## src/pswc_pkg.sv

```systemverilog
// Constants and types for the power state and wake controller.
// Assumes one 25 MHz core clock and host strobes synchronous to it.
package pswc_pkg;

	// ****************************************
	// Timing
	// ****************************************
	localparam int CORE_CLK_KHZ = 25000;
	localparam int WAKE_PULSE_MS = 50;
	localparam int WAKE_PULSE_CYC = WAKE_PULSE_MS * CORE_CLK_KHZ;
	localparam int READY_MAX_MS = 2;
	localparam int READY_MAX_CYC = READY_MAX_MS * CORE_CLK_KHZ;
	localparam int RESTART_CYC_DEF = 8;
	localparam int RESTART_CYC_MAX = 32;
	localparam int PULSE_W = 21;
	localparam int RESTART_W = 6;

	// ****************************************
	// Field encodings
	// ****************************************
	localparam logic [1:0] PSEL_NORMAL = 2'h0;
	localparam logic [1:0] PSEL_LIGHT = 2'h1;
	localparam logic [1:0] PSEL_DEEP = 2'h2;
	localparam logic [1:0] SRC_NONE = 2'h0;
	localparam logic [1:0] SRC_ENERGY = 2'h1;
	localparam logic [1:0] SRC_FRAME = 2'h2;

	// Gray along normal, sleep, waking; waking to normal flips both bits
	typedef enum logic [1:0] {
		ST_NORMAL = 2'h0,
		ST_LIGHT = 2'h1,
		ST_WAKE = 2'h3,
		ST_DEEP = 2'h2
	} pswc_state_type;

	typedef enum logic [1:0] {
		WR_PSEL = 2'h0,
		WR_TEST = 2'h1,
		WR_SRC_CLR = 2'h2,
		WR_IRQ_CLR = 2'h3
	} pswc_wr_type;

	typedef struct packed {
		logic rd;
		logic rd_pmctrl;
		logic wr;
		pswc_wr_type wr_kind;
		logic [1:0] wr_data;
	} pswc_req_type;

	typedef struct packed {
		logic frame_wake_en;
		logic energy_wake_en;
		logic pin_en;
		logic wake_pin_pulse_select;
		logic irq_en;
	} pswc_cfg_type;

	typedef struct packed {
		logic gen_pwrdn;
		logic energy_powerdown_enable;
		logic int_en;
		logic int_clr;
	} pswc_phy_ctl_type;

	typedef struct packed {
		logic phy;
		logic int_clk;
		logic rx_pm;
		logic mac_hif;
	} pswc_gate_type;

endpackage

```

## src/pswc_top.sv

```systemverilog
// Power state sequencer, wake detection, wake pin and PHY power control.
// Assumes host access strobes are one-cycle pulses synchronous to CORE_CLK.
`timescale 1ns/10ps
module pswc_top
	import pswc_pkg::*;
#(
	parameter int PULSE_CYC = WAKE_PULSE_CYC,
	parameter int RESTART_CYC = RESTART_CYC_DEF
) (
	input wire logic CORE_CLK,
	input wire logic NRST,
	input wire pswc_req_type HOST_REQ,
	input wire pswc_cfg_type CFG,
	input wire pswc_phy_ctl_type PHY_CTL,
	input wire logic FRAME_DETECT,
	input wire logic LINE_ENERGY,
	output logic READY,
	output logic RD_OK,
	output logic RD_REFUSED,
	output logic WR_OK,
	output logic [1:0] POWER_STATE_SELECT,
	output logic [1:0] WAKE_SOURCE_STATUS,
	output logic IRQ_STATUS,
	output logic HOST_IRQ,
	output logic WAKE_PIN,
	output pswc_gate_type CLK_GATE,
	output logic PHY_POWERED,
	output logic PHY_RESET,
	output logic PHY_TX_EN,
	output logic LINE_ENERGY_PRESENT,
	output logic PHY_ENERGY_FLAG,
	output logic PHY_IRQ
);
	// ****************************************
	// Elaboration checks
	// ****************************************
	if (RESTART_CYC < 1 || RESTART_CYC > RESTART_CYC_MAX ||
		RESTART_CYC > READY_MAX_CYC) begin : g_bad_restart
		$error("RESTART_CYC out of range");
	end
	if (PULSE_CYC < 8 || PULSE_CYC >= (1 << PULSE_W)) begin : g_bad_pulse
		$error("PULSE_CYC out of range");
	end

	localparam logic [RESTART_W-1:0] RESTART_LOAD =
		RESTART_W'(RESTART_CYC - 1);
	localparam logic [PULSE_W-1:0] PULSE_LOAD = PULSE_W'(PULSE_CYC - 1);

	// ****************************************
	// Power state and host access
	// ****************************************
	pswc_state_type state_r, state_nxt;
	logic [1:0] psel_r, psel_nxt;
	logic [RESTART_W-1:0] rst_cnt_r, rst_cnt_nxt;
	logic ready_r, ready_nxt;
	logic rd_seen_r, rd_seen_nxt;
	logic rd_ok_r, rd_ref_r, wr_ok_r;
	logic rd_ok, wr_allowed, wake_wr, sleeping;
	pswc_gate_type gate_r, gate_nxt;

	always_comb begin
		sleeping = (state_r == ST_LIGHT) || (state_r == ST_DEEP);
		rd_ok = HOST_REQ.rd && (ready_r || HOST_REQ.rd_pmctrl);
		// Host keeps to the wake write while not ready
		wr_allowed = HOST_REQ.wr && rd_seen_r && ready_r;
		wake_wr = HOST_REQ.wr && HOST_REQ.wr_kind == WR_TEST && sleeping;
		state_nxt = state_r;
		psel_nxt = psel_r;
		rst_cnt_nxt = rst_cnt_r;
		rd_seen_nxt = rd_seen_r || rd_ok;
		case (state_r)
			ST_NORMAL: begin
				if (wr_allowed && HOST_REQ.wr_kind == WR_PSEL) begin
					if (HOST_REQ.wr_data == PSEL_LIGHT) begin
						state_nxt = ST_LIGHT;
						psel_nxt = PSEL_LIGHT;
					end else if (HOST_REQ.wr_data == PSEL_DEEP) begin
						// PHY energy powerdown already set by host
						state_nxt = ST_DEEP;
						psel_nxt = PSEL_DEEP;
					end
				end
			end
			ST_LIGHT, ST_DEEP: begin
				if (wake_wr) begin
					state_nxt = ST_WAKE;
					psel_nxt = PSEL_NORMAL;
					rst_cnt_nxt = RESTART_LOAD;
					rd_seen_nxt = 1'b0;
				end
			end
			ST_WAKE: begin
				if (rst_cnt_r == '0) begin
					state_nxt = ST_NORMAL;
				end else begin
					rst_cnt_nxt = rst_cnt_r - 1'b1;
				end
			end
			default: state_nxt = ST_NORMAL;
		endcase
		// Ready follows a full cycle of normal state with clocks on
		ready_nxt = (state_r == ST_NORMAL) && (state_nxt == ST_NORMAL);
		gate_nxt.phy = (state_nxt != ST_DEEP);
		gate_nxt.int_clk = (state_nxt != ST_DEEP);
		gate_nxt.rx_pm = (state_nxt != ST_DEEP);
		gate_nxt.mac_hif = (state_nxt == ST_NORMAL) ||
			(state_nxt == ST_WAKE);
	end

	always_ff @(posedge CORE_CLK or negedge NRST) begin
		if (!NRST) begin
			state_r <= ST_NORMAL;
			psel_r <= PSEL_NORMAL;
			rst_cnt_r <= '0;
			ready_r <= 1'b0;
			rd_seen_r <= 1'b0;
			rd_ok_r <= 1'b0;
			rd_ref_r <= 1'b0;
			wr_ok_r <= 1'b0;
			gate_r <= '1;
		end else begin
			state_r <= state_nxt;
			psel_r <= psel_nxt;
			rst_cnt_r <= rst_cnt_nxt;
			ready_r <= ready_nxt;
			rd_seen_r <= rd_seen_nxt;
			rd_ok_r <= rd_ok;
			rd_ref_r <= HOST_REQ.rd && !rd_ok;
			wr_ok_r <= wr_allowed || wake_wr;
			gate_r <= gate_nxt;
		end
	end

	// ****************************************
	// Wake source, interrupt flag and wake pin
	// ****************************************
	logic [1:0] src_r, src_nxt;
	logic irq_r, irq_nxt, host_irq_r, host_irq_nxt;
	logic pin_r, pin_nxt, evt_r;
	logic [PULSE_W-1:0] pcnt_r, pcnt_nxt;
	logic frame_evt, energy_evt, evt, start, pme_int, pin_cond;

	always_comb begin
		frame_evt = (state_r == ST_LIGHT) && FRAME_DETECT;
		// Level sensing catches a carrier present at entry
		energy_evt = (state_r == ST_DEEP) && LINE_ENERGY;
		evt = frame_evt || energy_evt;
		start = evt && !evt_r;
		// Status survives sleep; only the host clear or an event moves it
		src_nxt = src_r;
		if (wr_allowed && HOST_REQ.wr_kind == WR_SRC_CLR) begin
			src_nxt = SRC_NONE;
		end
		if (energy_evt) begin
			src_nxt = SRC_ENERGY;
		end
		if (frame_evt) begin
			src_nxt = SRC_FRAME;
		end
		pme_int = (src_r == SRC_FRAME && CFG.frame_wake_en) ||
			(src_r == SRC_ENERGY && CFG.energy_wake_en);
		irq_nxt = irq_r;
		if (wr_allowed && HOST_REQ.wr_kind == WR_IRQ_CLR &&
			HOST_REQ.wr_data[0]) begin
			irq_nxt = 1'b0;
		end
		if (evt || pme_int) begin
			irq_nxt = 1'b1;
		end
		host_irq_nxt = irq_nxt && CFG.irq_en;
		pin_cond = CFG.pin_en && ((src_nxt == SRC_FRAME &&
			CFG.frame_wake_en) || (src_nxt == SRC_ENERGY &&
			CFG.energy_wake_en));
		pcnt_nxt = (pcnt_r != '0) ? pcnt_r - 1'b1 : pcnt_r;
		if (start) begin
			pcnt_nxt = PULSE_LOAD;
		end
		if (CFG.wake_pin_pulse_select) begin
			pin_nxt = pin_cond && (start || pcnt_r != '0);
		end else begin
			pin_nxt = pin_cond && (start || pin_r);
		end
	end

	always_ff @(posedge CORE_CLK or negedge NRST) begin
		if (!NRST) begin
			src_r <= SRC_NONE;
			irq_r <= 1'b0;
			host_irq_r <= 1'b0;
			pin_r <= 1'b0;
			evt_r <= 1'b0;
			pcnt_r <= '0;
		end else begin
			src_r <= src_nxt;
			irq_r <= irq_nxt;
			host_irq_r <= host_irq_nxt;
			pin_r <= pin_nxt;
			evt_r <= evt;
			pcnt_r <= pcnt_nxt;
		end
	end

	// ****************************************
	// PHY power control
	// ****************************************
	logic phy_pwr_r, phy_pwr_nxt, phy_rst_r, phy_rst_nxt;
	logic gen_pd_r, energy_r, eflag_r, eflag_nxt, phy_irq_r, phy_irq_nxt;

	always_comb begin
		phy_pwr_nxt = !PHY_CTL.gen_pwrdn && (!PHY_CTL.energy_powerdown_enable
			|| LINE_ENERGY);
		phy_rst_nxt = gen_pd_r && !PHY_CTL.gen_pwrdn;
		eflag_nxt = eflag_r && !PHY_CTL.int_clr;
		if (PHY_CTL.energy_powerdown_enable && LINE_ENERGY && !energy_r) begin
			eflag_nxt = 1'b1;
		end
		phy_irq_nxt = eflag_nxt && PHY_CTL.int_en;
	end

	always_ff @(posedge CORE_CLK or negedge NRST) begin
		if (!NRST) begin
			phy_pwr_r <= 1'b0;
			phy_rst_r <= 1'b0;
			gen_pd_r <= 1'b0;
			energy_r <= 1'b0;
			eflag_r <= 1'b0;
			phy_irq_r <= 1'b0;
		end else begin
			phy_pwr_r <= phy_pwr_nxt;
			phy_rst_r <= phy_rst_nxt;
			gen_pd_r <= PHY_CTL.gen_pwrdn;
			energy_r <= LINE_ENERGY;
			eflag_r <= eflag_nxt;
			phy_irq_r <= phy_irq_nxt;
		end
	end

	// ****************************************
	// Outputs
	// ****************************************
	assign READY = ready_r;
	assign RD_OK = rd_ok_r;
	assign RD_REFUSED = rd_ref_r;
	assign WR_OK = wr_ok_r;
	assign POWER_STATE_SELECT = psel_r;
	assign WAKE_SOURCE_STATUS = src_r;
	assign IRQ_STATUS = irq_r;
	assign HOST_IRQ = host_irq_r;
	assign WAKE_PIN = pin_r;
	assign CLK_GATE = gate_r;
	assign PHY_POWERED = phy_pwr_r;
	assign PHY_RESET = phy_rst_r;
	assign PHY_TX_EN = phy_pwr_r;
	assign LINE_ENERGY_PRESENT = energy_r;
	assign PHY_ENERGY_FLAG = eflag_r;
	assign PHY_IRQ = phy_irq_r;

	// ****************************************
	// Assertions
	// ****************************************
	localparam int A_RDY_MAX = 40;
endmodule

```

## config.mk

```make
export PLATFORM = sky130hd
export DESIGN_NAME = pswc_top
export DESIGN_NICKNAME = d
export VERILOG_FILES = /design/src/pswc_pkg.sv /design/src/pswc_top.sv
export SDC_FILE = /design/constraint.sdc
export NUM_CORES = 1
export LEC_CHECK = 0
export BUFFER_PORTS_ARGS = -buffer_cell sky130_fd_sc_hd__buf_2
export CORE_MARGIN = 2
export CORE_UTILIZATION = 55
export CTS_CLUSTER_DIAMETER = 100
export DETAILED_ROUTE_END_ITERATION = 8
export GPL_TIMING_DRIVEN = 0
export PLACE_DENSITY = 0.79
export SLEW_MARGIN = 0
export SYNTH_ARGS = -nofsm -noshare
export SYNTH_HDL_FRONTEND = slang
export SYNTH_SLANG_ARGS = --single-unit
```

## constraint.sdc

```tcl
create_clock -name CORE_CLK -period 2.5 [get_ports CORE_CLK]
set_clock_uncertainty 0.1 [all_clocks]
set_input_delay 0.375 -clock CORE_CLK [delete_from_list [all_inputs] [get_ports CORE_CLK]]
set_output_delay 0.375 -clock CORE_CLK [all_outputs]
set_load 0.01 [all_outputs]
```

Word-level counts from Yosys, hierarchy flattened --
Cells that the tools add are included.
Storage, ports and cells: bits in registers 50, output and inout bits 21
Operators by class: add/subtract/negate cells 2, eq/ne operators 18, mux-type cells 25, reductions and logical operators 57
Operators by type and width (number):
- $mux W21 | 2
- $logic_and A1 B1 Y1 | 28
- $mux W2 | 12
- $reduce_bool A21 Y1 | 1
- $sub A21 B1 Y21 const B | 1
- $eq A2 B2 Y1 const B | 8
- $logic_or A1 B1 Y1 | 12
- $mux W6 | 2
- $pmux W6 S2 | 1
- $eq A2 B1 Y1 const B | 5
- $ne A2 B2 Y1 const B | 4
- $logic_not A1 Y1 | 6
- $logic_not A2 Y1 | 3
- $logic_not A6 Y1 | 1
- $mux W1 | 6
- $pmux W2 S3 | 1
- $reduce_bool A2 Y1 | 3
- $sub A6 B1 Y6 const B | 1
- $pmux W2 S2 | 1
- $reduce_and A4 Y1 | 1
- $ne A3 B3 Y1 const B | 1
- $reduce_and A3 Y1 | 1
- $reduce_or A2 Y1 | 1

Logic depth before layout (Yosys ltp) --
word-level depth 12, mapped depth 8

Least setup slack after synthesis --
No wires, ideal clock.
path kind reg-to-reg, start register state_r[0], end register rst_cnt_r[5], setup time 0.078 ns, arrival time 1.981 ns, data required time 2.322 ns, setup slack 0.341 ns, stages on the path, launching flop included 8, buffers on the path 1, period minus slack after synthesis 2.159 ns, path through dfrtp_1 inv_1 ha_1 clkbuf_1 nor2_1 or4_4 or4_1 a21oi_1
Between the ends: cells in the longest elaborated chain, start to end 5, elaborated cells between the ends (all ways) 11
Ends and longest elaborated chain:
- start: declaration | line pswc_top.sv:52 | pswc_state_type state_r, state_nxt;
- start signal: assignment | line pswc_top.sv:122 | state_r <= state_nxt;
- $eq A2 B1 Y1 / $eq A2 B2 Y1 (equally long branches) | line pswc_top.sv:62, pswc_top.sv:71
- $logic_or A1 B1 Y1 | line pswc_top.sv:62 | sleeping = (state_r == ST_LIGHT) || (state_r == ST_DEEP);
- $logic_and A1 B1 Y1 | line pswc_top.sv:66 | wake_wr = HOST_REQ.wr && HOST_REQ.wr_kind == WR_TEST && sleeping;
- $ne A2 B2 Y1 (no line)
- $reduce_and A3 Y1 (no line)
- end signal: assignment | line pswc_top.sv:124 | rst_cnt_r <= rst_cnt_nxt;
- end: declaration | line pswc_top.sv:54 | logic [RESTART_W-1:0] rst_cnt_r, rst_cnt_nxt;
Parallel ways exist; a longest one is shown, timed or not. A chain may end at the register's enable or synchronous reset.

Final worst setup path --
start register pcnt_r[5], end register pcnt_r[6]
Between the ends: cells in the longest elaborated chain, start to end 3, elaborated cells between the ends (all ways) 5
Ends and longest elaborated chain:
- start: declaration | line pswc_top.sv:140 | logic [PULSE_W-1:0] pcnt_r, pcnt_nxt;
- start signal: assignment | line pswc_top.sv:199 | pcnt_r <= pcnt_nxt;
- $sub A21 B1 Y21 | line pswc_top.sv:174 | pcnt_nxt = (pcnt_r != '0) ? pcnt_r - 1'b1 : pcnt_r;
- $mux W21 | line pswc_top.sv:174
- $mux W21 | line pswc_top.sv:175 | if (start) begin
Parallel ways exist; a longest one is shown, timed or not. The select of a mux whose other input is x is not followed.

==> impl_metrics.prom <==
# TYPE chip_impl_metric gauge
chip_impl_info{name="setup_repair_after_global_routing_missed_its_margin",value="no"} 1
chip_impl_metric{name="syn_avg_cell_area",unit="µm²"} 9.951
chip_impl_metric{name="timing.fmax",unit="MHz"} 427.1
chip_impl_metric{name="report.final.slew_viol_count",unit=""} 0
chip_impl_metric{name="fill_count",unit=""} 398
chip_impl_metric{name="drt_iter0_drc",unit=""} 185
chip_impl_info{name="type_of_the_setup_path_with_the_least_slack",value="reg -> reg"} 1
chip_impl_metric{name="max_slew.worst_pin.slew",unit="ps"} 1098
chip_impl_metric{name="nNetsFinal",unit=""} 354
chip_impl_metric{name="antenna-diode-count",unit=""} 0
chip_impl_metric{name="final_wl",unit="mm"} 5.890
chip_impl_metric{name="synth_nets",unit=""} 308
chip_impl_info{name="synthFlopType",value="sky130_fd_sc_hd__dfrtp_1"} 1
chip_impl_info{name="critical_path.startpoint_type",value="flop"} 1
chip_impl_metric{name="viasPerCell",unit=""} 5.793
chip_impl_metric{name="met3_length",unit="µm"} 184
chip_impl_metric{name="cts_made_buffers",unit=""} 5
chip_impl_info{name="run_status",value="finished clean"} 1
chip_impl_metric{name="finish.utilization",unit="%"} 65.73
chip_impl_metric{name="clk_pin_slew",unit="ps"} 100
chip_impl_metric{name="max-clock-path-buffers",unit=""} 2
chip_impl_metric{name="finalHoldViolCount",unit=""} 0
chip_impl_metric{name="track_usage",unit="%"} 23.09
chip_impl_metric{name="synth_top_area_share",unit="%"} 43.58
chip_impl_info{name="highest_layer",value="met4"} 1
chip_impl_metric{name="initial_core_util",unit="%"} 57.59
chip_impl_metric{name="fp.dieH",unit="µm"} 74.79
chip_impl_metric{name="yosys_warnings",unit=""} 0
chip_impl_metric{name="via_count_of_the_first_global_routing_pass",unit=""} 2155
chip_impl_metric{name="grt_remaining_overflow",unit=""} 0
chip_impl_metric{name="totalNegativeSetupSlack",unit="ps"} 0
chip_impl_metric{name="worst_skew_pair.late_latency",unit="ps"} 300
chip_impl_metric{name="synth_sequential_area_ratio",unit="%"} 45.48
chip_impl_info{name="tritoncts",value="yes"} 1
chip_impl_metric{name="final_period_minus_worst_setup_slack",unit="ps"} 2341
chip_impl_metric{name="postCtsSetupRepairBufs",unit=""} 0
chip_impl_metric{name="top_level_ports",unit=""} 41
chip_impl_metric{name="maxSlewHeadroom",unit="%"} 26.81
chip_impl_metric{name="clock-sinks",unit=""} 50
chip_impl_metric{name="synth_cell_types",unit=""} 58
chip_impl_metric{name="dpl.cell_count",unit=""} 384
chip_impl_metric{name="ant_nets",unit=""} 0
chip_impl_metric{name="worst-path-max-fanout",unit=""} 10
chip_impl_metric{name="row_count",unit=""} 25
chip_impl_metric{name="total_number_of_vias",unit=""} 2265
chip_impl_metric{name="static_leakage",unit="nW"} 1.352
chip_impl_metric{name="die-width",unit="µm"} 74.79
chip_impl_metric{name="worst_hold_slack",unit="ps"} 100.1
chip_impl_metric{name="detail_route.drc_violations",unit=""} 0
chip_impl_metric{name="synth_edf_count",unit=""} 0
chip_impl_info{name="cell_types_occupying_the_most_area_after_synthesis",value="sky130_fd_sc_hd__dfrtp_1 44%, sky130_fd_sc_hd__ha_1 5.0%, sky130_fd_sc_hd__a21oi_1 2.9%"} 1
chip_impl_metric{name="netlist_area",unit="mm²"} 0.002756
chip_impl_metric{name="powerDensity",unit="mW/mm²"} 882.6
chip_impl_info{name="cp-end-kind",value="flop"} 1
chip_impl_info{name="min-delay-path-class",value="in -> reg"} 1
chip_impl_metric{name="die_area",unit="mm²"} 0.005594
chip_impl_metric{name="wl_per_cell",unit="µm"} 15.06
chip_impl_metric{name="design_power_total",unit="mW"} 2.776
chip_impl_metric{name="synthToLayoutAreaGrowth",unit="%"} 14.12
chip_impl_metric{name="post-dp-hpwl",unit="mm"} 4.307
chip_impl_metric{name="worst_ir_drop_vdd",unit="µV"} 652.0
chip_impl_metric{name="m1WireLength",unit="mm"} 2.796
chip_impl_metric{name="number_of_antenna_violations_at_the_first_check_in_global_routing",unit=""} 0
chip_impl_info{name="clockRootBuffer",value="sky130_fd_sc_hd__clkbuf_8"} 1
chip_impl_metric{name="clock_tree.htree_level_count",unit=""} 2
chip_impl_metric{name="pin_count_of_the_biggest_net_entering_global_routing",unit=""} 51
chip_impl_metric{name="drive_above_1_share",unit="%"} 22.53
chip_impl_metric{name="crit_arrival",unit="ps"} 2410
chip_impl_metric{name="detailedRoute.firstPassIterationCount",unit=""} 4
chip_impl_metric{name="critical_path_required",unit="ps"} 2570
chip_impl_metric{name="port-buffer-count",unit=""} 40
chip_impl_metric{name="postSynthCellCount",unit=""} 277
chip_impl_metric{name="core_area",unit="mm²"} 0.004786
chip_impl_metric{name="met2RoutedLength",unit="mm"} 2.819
chip_impl_metric{name="timing.max_cap.violations",unit=""} 0
chip_impl_metric{name="gpl.final_weighted_congestion",unit=""} 0.8772
chip_impl_metric{name="number_of_setup_violations_in_the_final_report",unit=""} 0
chip_impl_metric{name="asyncSetResetFlopFracSynth",unit="%"} 100.0
chip_impl_metric{name="synth_seq_cells",unit=""} 50
chip_impl_metric{name="final.period_utilization",unit="%"} 93.65
chip_impl_info{name="post_synthesis_cell_type_with_the_largest_combined_area",value="sky130_fd_sc_hd__dfrtp_1"} 1
chip_impl_metric{name="grt_first_pass_wirelength",unit="mm"} 9.936
chip_impl_metric{name="final-instance-count-excl-fill",unit=""} 391
what timing repair did:
action                                  in CTS  in global routing
resized for setup                            0                  5
hold buffers                                 0                  0
endpoints found under the setup margin       0                 10
worst max-delay path: stages (launching register included):
cell and delay [ps]:
sky130_fd_sc_hd__dfrtp_1 450, sky130_fd_sc_hd__nor4_2 590, sky130_fd_sc_hd__and2_1 290, sky130_fd_sc_hd__clkbuf_1 370, sky130_fd_sc_hd__and2_1 290, sky130_fd_sc_hd__o31ai_1 120
metal layers:
| layer | vias up | track usage, % |
|---|---|---|
| met5 | - | 0 |
| met4 | 0 | 7.540 |
| met3 | 7 | 4.418 |
| met2 | 41 | 37.86 |
| met1 | 1093 | 31.02 |
| li1 | 1124 | - |
cells in the mapped netlist, drive strengths merged, types with 2 or more instances:
cell type / number
nor3: 6
a211oi: 5
buf: 6
nand4: 2
inv: 17
clkbuf: 5
dfstp: 2
o21a: 2
nand2: 19
nor4b: 2
nand2b: 6
o21ai: 9
o31ai: 10
or3: 5
or2: 4
a211o: 4
a2111o: 2
o211ai: 3
nor2: 13
nand3: 10
a2111oi: 2
or4: 12
a31oi: 2
nand3b: 3
mux2i: 7
a21boi: 2
dfrtp: 48
nor4: 6
a21oi: 16
o22ai: 3
nor3b: 3
ha: 11
a22oi: 2
and2: 10
stage by stage:
| stage | setup slack (ps) | instance area [µm²] |
|---|---|---|
| 3_5_place_dp | 117.4 | 3040 |
| 3_3_place_gp | 115.6 | 3040 |
| 4_1_cts | 78.89 | 3131 |
| 6_report | 158.8 | 3146 |
| 2_1_floorplan | 341.0 | 2756 |
| 5_1_grt | 48.49 | 3146 |
cells by family (layout without fill, tap and decap cells):
logic type,count (synthesis),count (layout),synth area share (%)
muxes,7,7,2.542
and+or+nand+nor,107,107,23.33
AOI/OAI and AO/OA,74,74,18.97
buffers and inverters,28,75,4.675
adders and majority gates,11,11,4.993
DFF,50,50,45.48
area by class of cell:
type                       count  area (µm²)  area share [%]
timing repair buffer          40       200.2           6.364
inverter                      17       63.81           2.029
clock inverter                 3       21.27          0.6762
buffer                        10       62.56           1.989
tap                           67       83.83           2.665
clock buffer                   5       68.82           2.188
multi-input combinational    199        1391           44.23
sequential                    50        1254           39.86
path summary, 6_finish.rpt:
path | startpoint | end | slack [ps] | depth (start not counted)
worst max-delay path | pcnt_r[5] | pcnt_r[6] | 160 | 5
worst min-delay path | PHY_CTL[3] | gen_pd_r | 100 | 1
worst max register to register | pcnt_r[5] | pcnt_r[6] | 160 | 5
worst min register to register | LINE_ENERGY_PRESENT | PHY_ENERGY_FLAG | 390 | 1
max in group asynchronous | NRST | pcnt_r[13] | 1450 | 1
min in group asynchronous | NRST | PHY_POWERED | 170 | 1
power breakdown:
| group | switching [mW] | internal, mW |
|---|---|---|
| sequential | 0.183 | 1.01 |
| combinational | 0.653 | 0.466 |
| clock | 0.268 | 0.197 |
sequential cells by signal, indices dropped and copies added (netlist names), 2 cells and up:
signal and flops:
pcnt_r 21, POWER_STATE_SELECT 2, state_r 2, WAKE_SOURCE_STATUS 2
CLK_GATE 2, rst_cnt_r 6
placed cells by master (no fill, tap or decap), drive strengths merged, types with 7 or more instances in the layout:
| cell | Yosys | routed |
|---|---|---|
| a21oi | 16 | 16 |
| nor2 | 13 | 13 |
| nand3 | 10 | 10 |
| dfrtp | 48 | 48 |
| ha | 11 | 11 |
| mux2i | 7 | 7 |
| buf | 6 | 46 |
| inv | 17 | 17 |
| nand2 | 19 | 19 |
| or4 | 12 | 12 |
| and2 | 10 | 10 |
| clkbuf | 5 | 9 |
| o21ai | 9 | 9 |
| o31ai | 10 | 10 |
(Power assumes the default switching activity.)
